<file path="config.mk">
export PLATFORM = sky130hd
export DESIGN_NAME = hpdpu_dot_unit
export DESIGN_NICKNAME = d
export VERILOG_FILES = /design/src/verilog/hpdpu_fp_add.v /design/src/verilog/hpdpu_dot_unit.v
export VERILOG_INCLUDE_DIRS = /design/src /design/src/verilog
export SDC_FILE = /design/constraint.sdc
export NUM_CORES = 2
export LEC_CHECK = 0
export BUFFER_PORTS_ARGS = -buffer_cell sky130_fd_sc_hd__buf_2
export CAP_MARGIN = 5
export CORE_ASPECT_RATIO = 0.8
export CORE_MARGIN = 5
export CORE_UTILIZATION = 69
export DETAILED_ROUTE_END_ITERATION = 8
export PLACE_DENSITY = 0.89
export SYNTH_ARGS = -nofsm -noshare
export SYNTH_HDL_FRONTEND = slang
export SYNTH_SLANG_ARGS = --single-unit
</file>
<file path="constraint.sdc">
create_clock -name clk -period 48.4 [get_ports clk]
set_input_delay 2.42 -clock clk [delete_from_list [all_inputs] [get_ports clk]]
set_output_delay 2.42 -clock clk [all_outputs]
set_load 0.05 [all_outputs]
</file>
<file path="src/verilog/hpdpu_map.vh">
`ifndef HPDPU_MAP_VH
`define HPDPU_MAP_VH

// Operand formats
`define HPDPU_FMT_FLUSH 2'h0
`define HPDPU_FMT_EXT 2'h1
`define HPDPU_FMT_BF 2'h2

// Operating modes
`define HPDPU_MODE_SUM2 2'h0
`define HPDPU_MODE_ADD 2'h1
`define HPDPU_MODE_ACC 2'h2
`define HPDPU_MODE_VEC1 2'h3

// Field widths of the internal 1.8.10 and single layouts
`define HPDPU_OP_W 19
`define HPDPU_SP_W 32
`define HPDPU_EXP_W 8
`define HPDPU_MAN_W 10
`define HPDPU_SP_MAN_W 23

// Exponent handling, biased 8-bit values
`define HPDPU_BIAS 11'h07f
`define HPDPU_REBIAS 8'h70
`define HPDPU_HALF_SUB_EXP 8'h71
`define HPDPU_FLUSH_EXP_HI 8'h8e
`define HPDPU_FLUSH_EXP_LO 8'h71
`define HPDPU_WIDE_EXP_HI 8'hfe
`define HPDPU_WIDE_EXP_LO 8'h01
`define HPDPU_EXP_ALL 8'hff
`define HPDPU_QNAN_FRAC 10'h200
`define HPDPU_WIDEN_PAD 13'h0000

`endif

</file>
<file path="src/verilog/hpdpu_fp_add.v">
`timescale 1ns/1ps
module hpdpu_fp_add #(
    parameter EW = 8,
    parameter MW = 10
) (
    input wire [EW+MW:0] a,
    input wire [EW+MW:0] b,
    input wire sub,
    input wire rz,
    input wire qnanInv,
    input wire [EW-1:0] expLo,
    input wire [EW-1:0] expHi,
    output reg [EW+MW:0] res,
    output reg invalid,
    output reg inexact,
    output reg overflow,
    output reg underflow
);
    localparam W = MW + 5;
    localparam N = EW + MW;
    localparam signed [EW+1:0] ONE = 1;
    reg sa, sb, sx, sy, aNan, bNan, aInf, bInf, swap, g, st, rnd;
    reg [EW-1:0] ex, ey, d;
    reg [W-1:0] big, minor, sum;
    reg [MW:0] m;
    reg signed [EW+1:0] e;
    integer i;

    always @* begin
        sa = a[N];
        sb = b[N] ^ sub;
        aNan = &a[N-1:MW] && |a[MW-1:0];
        bNan = &b[N-1:MW] && |b[MW-1:0];
        aInf = &a[N-1:MW] && !(|a[MW-1:0]);
        bInf = &b[N-1:MW] && !(|b[MW-1:0]);
        swap = b[N-1:0] > a[N-1:0];
        sx = swap ? sb : sa;
        sy = swap ? sa : sb;
        ex = swap ? b[N-1:MW] : a[N-1:MW];
        ey = swap ? a[N-1:MW] : b[N-1:MW];
        // Zero exponent is zero: no subnormal enters the sum [RULE4]
        big = (ex == 0) ? {W{1'b0}} : {2'b01, (swap ? b[MW-1:0] : a[MW-1:0]), 3'b000};
        minor = (ey == 0) ? {W{1'b0}} : {2'b01, (swap ? a[MW-1:0] : b[MW-1:0]), 3'b000};
        d = ex - ey;
        minor = (minor >> d) | {{(W-1){1'b0}}, |(minor & ~({W{1'b1}} << d))};
        sum = (sx != sy) ? big - minor : big + minor;
        e = $signed({2'b00, ex});
        if (sum[W-1]) begin
            sum = {1'b0, sum[W-1:2], sum[1] | sum[0]};
            e = e + ONE;
        end
        // Deep shifts only follow near cancellation, where no bit was lost
        for (i = 0; i < W; i = i + 1) begin
            if (!sum[W-2] && sum != 0) begin
                sum = sum << 1;
                e = e - ONE;
            end
        end
        g = sum[2];
        st = sum[1] | sum[0];
        rnd = !rz && g && (st || sum[3]); // [RULE8] [RULE9]
        m = {1'b0, sum[W-3:3]} + {{MW{1'b0}}, rnd};
        if (m[MW]) begin
            e = e + ONE;
        end
        inexact = g || st;
        overflow = 1'b0;
        underflow = 1'b0;
        invalid = 1'b0;
        if (sum == 0) begin
            res = {sx & sy, {N{1'b0}}};
        end else if (e > $signed({2'b00, expHi})) begin
            overflow = 1'b1;
            inexact = 1'b1;
            res = rz ? {sx, expHi, {MW{1'b1}}} : {sx, {EW{1'b1}}, {MW{1'b0}}};
        end else if (e < $signed({2'b00, expLo})) begin
            underflow = 1'b1; // [RULE4]
            inexact = 1'b1;
            res = {sx, {N{1'b0}}};
        end else begin
            res = {sx, e[EW-1:0], m[MW-1:0]};
        end
        if (aNan || bNan) begin
            res = {1'b0, {EW{1'b1}}, 1'b1, {(MW-1){1'b0}}};
            invalid = (aNan && !a[MW-1]) || (bNan && !b[MW-1]) || qnanInv; // [RULE7]
            inexact = 1'b0;
            overflow = 1'b0;
            underflow = 1'b0;
        end else if (aInf && bInf && sa != sb) begin
            res = {1'b0, {EW{1'b1}}, 1'b1, {(MW-1){1'b0}}};
            invalid = 1'b1; // [RULE7]
            inexact = 1'b0;
            overflow = 1'b0;
            underflow = 1'b0;
        end else if (aInf || bInf) begin
            res = {aInf ? sa : sb, {EW{1'b1}}, {MW{1'b0}}};
            inexact = 1'b0;
            overflow = 1'b0;
            underflow = 1'b0;
        end
    end
endmodule // hpdpu_fp_add

</file>
<file path="src/verilog/hpdpu_dot_unit.v">
// Notes on behaviour
// RULE1 - Flushed takes and computes 1.5.10 half values
// RULE2 - Extended widens products and sums to 1.8.10
// RULE3 - Bfloat operands are 1.8.7 or 19-bit 1.8.10
// RULE4 - Flushed and bfloat replace subnormal results by zero
// RULE5 - Extended keeps half subnormals as wide normals
// RULE6 - Extended half flags: infinite, zero, inexact, invalid
// RULE7 - Invalid on ill-defined ops; extended also qNaN
// RULE8 - Flushed rounds nearest even, bfloat toward zero
// RULE9 - Extended: normal products, sums nearest even
// RULE10 - One subnormal operand: round by mantissa product
// RULE11 - Every mode runs in all three formats
// RULE12 - Sum of two products gives single result
// RULE13 - Addend input added to product sum
// RULE14 - Accumulate adds products to previous result
// RULE15 - Vector one without cascade; addend to cascade out
// RULE16 - Vector one with cascade adds or subtracts it
// RULE17 - Flushed/bfloat flag overflow, underflow, inexact, invalid
// RULE18 - Extended half flags; single adder keeps four flags
// RULE19 - Driver holds accumulate high to accumulate
// RULE20 - Flags travel aligned with their result
// RULE21 - Format, cascade and subtract are build-time settings
// RULE22 - Clear zeroes pipeline, accumulator and flags
`timescale 1ns/1ps
`include "hpdpu_map.vh"
module hpdpu_dot_unit #(
    parameter [1:0] FORMAT = `HPDPU_FMT_EXT,
    parameter [1:0] MODE = `HPDPU_MODE_SUM2,
    parameter BF_WIDE = 0,
    parameter CASCADE_EN = 0,
    parameter SUBTRACT = 0
) (
    input wire clk,
    input wire rst,
    input wire clear,
    input wire accumulate,
    input wire [18:0] upper_pair_operand_x,
    input wire [18:0] upper_pair_operand_y,
    input wire [18:0] lower_pair_operand_x,
    input wire [18:0] lower_pair_operand_y,
    input wire [31:0] single_addend_in,
    input wire [31:0] cascade_value_in,
    output reg [31:0] single_result_out,
    output reg [31:0] cascade_value_out,
    output reg upper_product_invalid_flag,
    output reg upper_product_inexact_flag,
    output reg upper_product_overflow_flag,
    output reg upper_product_underflow_flag,
    output reg upper_product_infinite_flag,
    output reg upper_product_zero_flag,
    output reg lower_product_invalid_flag,
    output reg lower_product_inexact_flag,
    output reg lower_product_overflow_flag,
    output reg lower_product_underflow_flag,
    output reg lower_product_infinite_flag,
    output reg lower_product_zero_flag,
    output reg half_sum_invalid_flag,
    output reg half_sum_inexact_flag,
    output reg half_sum_overflow_flag,
    output reg half_sum_underflow_flag,
    output reg half_sum_infinite_flag,
    output reg half_sum_zero_flag,
    output reg single_sum_invalid_flag,
    output reg single_sum_inexact_flag,
    output reg single_sum_overflow_flag,
    output reg single_sum_underflow_flag
);
    // Settings are parameters so they cannot move while running [RULE21] [RULE11]
    localparam [0:0] IS_EXT = (FORMAT == `HPDPU_FMT_EXT);
    localparam [0:0] IS_BF = (FORMAT == `HPDPU_FMT_BF);
    localparam [0:0] IS_FLUSH = (FORMAT == `HPDPU_FMT_FLUSH);
    localparam [7:0] EXP_HI = IS_FLUSH ? `HPDPU_FLUSH_EXP_HI : `HPDPU_WIDE_EXP_HI;
    localparam [7:0] EXP_LO = IS_FLUSH ? `HPDPU_FLUSH_EXP_LO : `HPDPU_WIDE_EXP_LO;
    localparam [0:0] HALF_SUB = (MODE == `HPDPU_MODE_VEC1) && (SUBTRACT != 0);
    localparam [0:0] SINGLE_SUB = HALF_SUB && (CASCADE_EN != 0);

    // Operand to internal 1.8.10 encoding
    function [18:0] toInt(input [18:0] v);
        reg [9:0] f;
        reg [7:0] e;
        integer k;
        begin
            f = v[9:0];
            e = `HPDPU_HALF_SUB_EXP;
            if (IS_BF) begin
                toInt = BF_WIDE ? v : {v[15:0], 3'h0}; // [RULE3]
                if (toInt[17:10] == 8'h00) begin
                    toInt = {toInt[18], 18'h00000}; // [RULE4]
                end
            end else if (v[14:10] == 5'h1f) begin
                toInt = {v[15], `HPDPU_EXP_ALL, v[9:0]};
            end else if (v[14:10] != 5'h00) begin
                toInt = {v[15], {3'h0, v[14:10]} + `HPDPU_REBIAS, v[9:0]}; // [RULE1] [RULE2]
            end else if (IS_EXT && f != 10'h000) begin
                for (k = 0; k < 10; k = k + 1) begin
                    if (!f[9]) begin
                        f = f << 1;
                        e = e - 8'h01;
                    end
                end
                toInt = {v[15], e - 8'h01, f[8:0], 1'b0}; // [RULE5]
            end else begin
                toInt = {v[15], 18'h00000}; // [RULE4]
            end
        end
    endfunction

    function isSub(input [15:0] v);
        begin
            isSub = IS_EXT && v[14:10] == 5'h00 && v[9:0] != 10'h000;
        end
    endfunction

    // Product rounding choice, from the raw significands
    function rzSel(input [15:0] x, input [15:0] y);
        reg [21:0] raw;
        begin
            raw = {|x[14:10], x[9:0]} * {|y[14:10], y[9:0]};
            if (IS_BF) begin
                rzSel = 1'b1; // [RULE8]
            end else if (!IS_EXT) begin
                rzSel = 1'b0; // [RULE8]
            end else if (isSub(x) && isSub(y)) begin
                rzSel = 1'b1; // [RULE9]
            end else if (isSub(x) || isSub(y)) begin
                rzSel = !(raw[21] || raw[20] || (&raw[19:11])); // [RULE10]
            end else begin
                rzSel = 1'b0; // [RULE9]
            end
        end
    endfunction

    // Half product: returns {invalid, inexact, overflow, underflow, value}
    function [22:0] mulOp(input [18:0] a, input [18:0] b, input rz);
        reg s, nA, nB, iA, iB, zA, zB, inv, inx, ovf, unf, g, st;
        reg [21:0] p;
        reg [10:0] m;
        reg signed [10:0] e;
        reg [18:0] r;
        begin
            s = a[18] ^ b[18];
            nA = &a[17:10] && |a[9:0];
            nB = &b[17:10] && |b[9:0];
            iA = &a[17:10] && !(|a[9:0]);
            iB = &b[17:10] && !(|b[9:0]);
            zA = a[17:10] == 8'h00;
            zB = b[17:10] == 8'h00;
            inv = 1'b0;
            ovf = 1'b0;
            unf = 1'b0;
            p = {1'b1, a[9:0]} * {1'b1, b[9:0]};
            e = {3'h0, a[17:10]} + {3'h0, b[17:10]} - `HPDPU_BIAS + {10'h000, p[21]};
            if (p[21]) begin
                m = {1'b0, p[20:11]};
                g = p[10];
                st = |p[9:0];
            end else begin
                m = {1'b0, p[19:10]};
                g = p[9];
                st = |p[8:0];
            end
            m = m + {10'h000, !rz && g && (st || m[0])};
            if (m[10]) begin
                e = e + 11'h001;
            end
            inx = g || st;
            if (e > $signed({3'h0, EXP_HI})) begin
                ovf = 1'b1;
                inx = 1'b1;
                r = rz ? {s, EXP_HI, 10'h3ff} : {s, `HPDPU_EXP_ALL, 10'h000};
            end else if (e < $signed({3'h0, EXP_LO})) begin
                unf = 1'b1; // [RULE4]
                inx = 1'b1;
                r = {s, 18'h00000};
            end else begin
                r = {s, e[7:0], m[9:0]};
            end
            if (nA || nB) begin
                r = {1'b0, `HPDPU_EXP_ALL, `HPDPU_QNAN_FRAC};
                inv = (nA && !a[9]) || (nB && !b[9]) || IS_EXT; // [RULE7]
                {inx, ovf, unf} = 3'h0;
            end else if ((iA && zB) || (iB && zA)) begin
                r = {1'b0, `HPDPU_EXP_ALL, `HPDPU_QNAN_FRAC};
                inv = 1'b1; // [RULE7]
                {inx, ovf, unf} = 3'h0;
            end else if (iA || iB) begin
                r = {s, `HPDPU_EXP_ALL, 10'h000};
                {inx, ovf, unf} = 3'h0;
            end else if (zA || zB) begin
                r = {s, 18'h00000};
                {inx, ovf, unf} = 3'h0;
            end
            mulOp = {inv, inx, ovf, unf, r};
        end
    endfunction

    // Flag set per format: {invalid, inexact, overflow, underflow, infinite, zero}
    function [5:0] flags6(input [22:0] f);
        begin
            if (IS_EXT) begin
                flags6 = {f[22], f[21], 2'h0, &f[17:10] && !(|f[9:0]),
                    f[17:10] == 8'h00}; // [RULE6] [RULE18]
            end else begin
                flags6 = {f[22:19], 2'h0}; // [RULE17]
            end
        end
    endfunction

    reg [22:0] s1Top, s1Bot;
    reg [31:0] s1Add, s2Add;
    reg s1Acc, s2Acc;
    reg [18:0] s2Half;
    reg [5:0] s2TopF, s2BotF, s2HalfF;
    reg [31:0] opB;
    reg use32;
    wire [18:0] halfRes;
    wire hInv, hInx, hOvf, hUnf;
    wire [31:0] sRes;
    wire sInv, sInx, sOvf, sUnf;
    wire [31:0] wideHalf = {s2Half, `HPDPU_WIDEN_PAD};

    // Stage one: both products
    always @(posedge clk) begin
        if (rst || clear) begin
            s1Top <= 23'h000000; // [RULE22]
            s1Bot <= 23'h000000;
            s1Add <= 32'h00000000;
            s1Acc <= 1'b0;
        end else begin
            s1Top <= mulOp(toInt(upper_pair_operand_x), toInt(upper_pair_operand_y),
                rzSel(upper_pair_operand_x[15:0], upper_pair_operand_y[15:0]));
            s1Bot <= mulOp(toInt(lower_pair_operand_x), toInt(lower_pair_operand_y),
                rzSel(lower_pair_operand_x[15:0], lower_pair_operand_y[15:0]));
            s1Add <= single_addend_in;
            s1Acc <= accumulate; // [RULE19]
        end
    end

    hpdpu_fp_add #(
        .EW(`HPDPU_EXP_W),
        .MW(`HPDPU_MAN_W)
    ) halfAdder (
        .a(s1Top[18:0]),
        .b(s1Bot[18:0]),
        .sub(HALF_SUB),
        .rz(IS_BF),
        .qnanInv(IS_EXT),
        .expLo(EXP_LO),
        .expHi(EXP_HI),
        .res(halfRes),
        .invalid(hInv),
        .inexact(hInx),
        .overflow(hOvf),
        .underflow(hUnf)
    ); // [RULE12] [RULE15]

    // Stage two: half sum, product flags carried along
    always @(posedge clk) begin
        if (rst || clear) begin
            s2Half <= 19'h00000; // [RULE22]
            s2TopF <= 6'h00;
            s2BotF <= 6'h00;
            s2HalfF <= 6'h00;
            s2Add <= 32'h00000000;
            s2Acc <= 1'b0;
        end else begin
            s2Half <= halfRes;
            s2TopF <= flags6(s1Top); // [RULE20]
            s2BotF <= flags6(s1Bot);
            s2HalfF <= flags6({hInv, hInx, hOvf, hUnf, halfRes});
            s2Add <= s1Add;
            s2Acc <= s1Acc;
        end
    end

    // Cascade input is taken here, in step with the final add
    always @* begin
        case (MODE)
            `HPDPU_MODE_ADD: begin
                opB = s2Add; // [RULE13]
                use32 = 1'b1;
            end
            `HPDPU_MODE_ACC: begin
                opB = single_result_out; // [RULE14]
                use32 = s2Acc; // [RULE19]
            end
            `HPDPU_MODE_VEC1: begin
                opB = cascade_value_in; // [RULE16]
                use32 = (CASCADE_EN != 0);
            end
            default: begin
                opB = 32'h00000000;
                use32 = 1'b0;
            end
        endcase
    end

    hpdpu_fp_add #(
        .EW(`HPDPU_EXP_W),
        .MW(`HPDPU_SP_MAN_W)
    ) singleAdder (
        .a(wideHalf),
        .b(opB),
        .sub(SINGLE_SUB),
        .rz(1'b0),
        .qnanInv(1'b0),
        .expLo(`HPDPU_WIDE_EXP_LO),
        .expHi(`HPDPU_WIDE_EXP_HI),
        .res(sRes),
        .invalid(sInv),
        .inexact(sInx),
        .overflow(sOvf),
        .underflow(sUnf)
    );

    // Output stage: every port from a flop
    always @(posedge clk) begin
        if (rst || clear) begin
            single_result_out <= 32'h00000000; // [RULE22]
            cascade_value_out <= 32'h00000000;
            {upper_product_invalid_flag, upper_product_inexact_flag,
                upper_product_overflow_flag, upper_product_underflow_flag,
                upper_product_infinite_flag, upper_product_zero_flag} <= 6'h00;
            {lower_product_invalid_flag, lower_product_inexact_flag,
                lower_product_overflow_flag, lower_product_underflow_flag,
                lower_product_infinite_flag, lower_product_zero_flag} <= 6'h00;
            {half_sum_invalid_flag, half_sum_inexact_flag, half_sum_overflow_flag,
                half_sum_underflow_flag, half_sum_infinite_flag, half_sum_zero_flag} <= 6'h00;
            {single_sum_invalid_flag, single_sum_inexact_flag, single_sum_overflow_flag,
                single_sum_underflow_flag} <= 4'h0;
        end else begin
            single_result_out <= use32 ? sRes : wideHalf; // [RULE12] [RULE14] [RULE15]
            cascade_value_out <= s2Add; // [RULE15]
            {upper_product_invalid_flag, upper_product_inexact_flag,
                upper_product_overflow_flag, upper_product_underflow_flag,
                upper_product_infinite_flag, upper_product_zero_flag} <= s2TopF; // [RULE20]
            {lower_product_invalid_flag, lower_product_inexact_flag,
                lower_product_overflow_flag, lower_product_underflow_flag,
                lower_product_infinite_flag, lower_product_zero_flag} <= s2BotF;
            {half_sum_invalid_flag, half_sum_inexact_flag, half_sum_overflow_flag,
                half_sum_underflow_flag, half_sum_infinite_flag,
                half_sum_zero_flag} <= s2HalfF;
            // Without a single add stage these stay low [RULE17] [RULE18]
            {single_sum_invalid_flag, single_sum_inexact_flag, single_sum_overflow_flag,
                single_sum_underflow_flag} <= use32 ? {sInv, sInx, sOvf, sUnf} : 4'h0;
        end
    end
endmodule // hpdpu_dot_unit

</file>
==> metrics.yaml <==
crit_path_start: "s1Top[10]"
hp-class: "reg -> reg"
synth_seq_area_share_pct: 10.8
crit_end: "s2HalfF[1]"
ys_types: 134
maxCapViolCount: 0
fin_crit_sh_pct: 44.6
r2r-end: "s2HalfF[1]"
critical_path.endpoint_type: "flop"
critPathMaxFanout: 39
drt_iter0_markers: 3889
nets: 5638
fin_skew_ps: 23.0
drc_errors: 0
tns_ps: 0
drive_gt1_share_pct: 8.34
cpMaxStageDelayCell: "o41ai_1"
avgViaCountPerCell: 6.34
tightest_slew_ps: 1120
cts_hold_buf: 0
crit_top_cell: "ha_1"
grt_overflow: 0
rows: 76
dp.final_hpwl_um: 79600
rr_startpoint: "s1Top[10]"
start_kind: "flop"
grt_pass1_wl_um: 168000
dieArea_mm2: 0.0587
antenna_left: 0
synthCells: 4822
ys_seq_elements: 200
required_ps: 48700
ios: 230
outcome: "completed"
cts_made_buffers: 17
antenna_found_initial: 2
setup_viol: 0
final_max_slew_viol_count: 0
coreArea_mm2: 0.0536
cts-resized-gates: 0
path_clk_slew_ps: 100
fp.dieH_um: 218
synth.cell_area_mm2: 0.0372
drt_wl_total_um: 102000
ys_warn_count: 0
post-cts-setup-buffers: 0
cp_slowest_stage_delay_ps: 900
via_count: 35200
period_needed_ps: 21600
wl_per_cell_um: 18.4
root_buffer: "clkbuf_16"
crit_arrival_ps: 21900
firstDrtPassIters: 9
max-clock-path-buffers: 2
rsz0062_at_grt: "no"
grt_pass1_vias: 34000
cts_tree: "built"
synth-edff-count: 0
portBuffers: 161
r2r_setup_slack_ps: 26800
synthFlopType: "dfxtp_1"
syn_avg_cell_area_um2: 7.72
grt_max_degree: 120
relSlewSlack_pct: 23.2
cts_sinks: 200
critPathKind: "reg -> reg"
place.gp.congestion: 0.998
r2r_cells: 86
htree_num_levels: 4
start_util_pct: 69.4
die_x_um: 270
syn2layout_area_growth_pct: 4.62
clk-insertion-delay-late_ps: 480
track_usage_pct: 34.0
max_freq_mhz: 46.3
hold_viol_final: 0
async_reset_ff_share_pct: 0
## registers in the layout (all words and copies together) (netlist names), 4 cells and up
signal	flops
cascade_value_out	32
s1Add	32
s1Bot	21
s1Top	21
s2Add	32
s2BotF	4
s2Half	19
s2HalfF	4
s2TopF	4
single_result_out	19
## cell usage in the layout, fill, tap and decap left out, drive strengths merged, types with 85 or more instances in the layout
cell type,Yosys,final
and2,262,262
nor3,100,100
ha,343,343
nor2,465,465
buf,72,202
xor2,85,85
o21ai,207,207
a21oi,266,266
nand2,583,583
xnor2,154,154
inv,519,531
mux2i,87,87
fa,320,320
dfxtp,200,200
nand3,95,95
## worst min-delay path by stage
| stage | start | slack [ps] | to | depth (start not counted) |
|---|---|---|---|---|
| 6_report | s2Add[8] | 410 | cascade_value_out[8] | 1 |
| 5_1_grt | s1Add[19] | 430 | s2Add[19] | 1 |
| 4_1_cts | s2Add[8] | 410 | cascade_value_out[8] | 1 |
| 3_5_place_dp | s2Add[22] | 410 | cascade_value_out[22] | 1 |
| 3_3_place_gp | s1Add[9] | 410 | s2Add[9] | 1 |
| 2_1_floorplan | s2Add[0] | 410 | cascade_value_out[0] | 1 |
## area by class of cell
cell class | instances | area (um^2)
well taps | 702 | 878
repair buffers | 202 | 1110
flip-flops and latches | 200 | 4000
fillers | 4049 | 14700
clock inverters | 15 | 228
multi-input cells | 3887 | 30300
clock buffers | 17 | 425
inverters | 523 | 1960
diodes | 3 | 7.51
## synth_stat cells, types with 42 or more instances
| cell | n | share of area [%] |
|---|---|---|
| clkbuf_1 | 162 | 1.6 |
| a21o_1 | 48 | 0.97 |
| nand2b_1 | 42 | 0.71 |
| xnor2_1 | 142 | 3.3 |
| a21oi_1 | 260 | 3.5 |
| xor2_1 | 78 | 1.8 |
| fa_1 | 320 | 17 |
| mux2i_1 | 86 | 2.3 |
| nand2_1 | 582 | 5.9 |
| ha_1 | 343 | 12 |
| and2_1 | 260 | 4.4 |
| dfxtp_1 | 200 | 11 |
| a211oi_1 | 42 | 0.85 |
| nand4_1 | 47 | 0.79 |
| o21ai_0 | 181 | 2.4 |
| nor3_1 | 95 | 1.3 |
| nand3_1 | 95 | 1.3 |
| inv_1 | 517 | 5.2 |
| nor4_1 | 43 | 0.72 |
| nor2_1 | 454 | 4.6 |
## critical path, delay by kind of cell (launching register included)
kind	cells	cell delay, ps
adders and majority gates	15	4960
xor gates and xnor gates	4	930
and+or+nand+nor	26	4800
buffers and inverters	9	1530
muxes	5	1020
AOI/OAI and AO/OA	27	7790
DFF	1	360
## layer usage
metal	routed length (um)	GRT usage [%]
met4	3230	10.4
met2	45200	54.3
met3	10100	6.78
met5	0	0
met1	43300	47.0
## kinds of logic (layout without fill, tap and decap cells)
logic type,count (synthesis),after routing,share of synthesized area (%)
multiplexers,123,123,3.54
other,1,26,0.0101
flip-flops,200,200,10.8
XOR/XNOR,246,246,6.55
AND/OR/NAND/NOR,1863,1863,24.6
adder cells (fa/ha/maj),666,666,28.8
AO/OA/AOI/OAI,966,966,17.6
buffers and inverters,757,757,8.11
## per-stage QoR
stage	worst slack [ps]	hold slack (ps)	utilization, %	cells	instance area [um^2]
floorplan	30330	406	-	4844	37300
global placement	27700	407	71.3	5514	38300
detailed placement	27380	410	71.3	5514	38300
CTS	27310	412	72.6	5546	38900
global route	25320	432	72.6	5548	38900
finish	26800	411	72.6	5549	38900
Power is left out: the tool's default activity adds up to more than one toggle a clock period on the data nets, which glitch-free logic cannot reach.
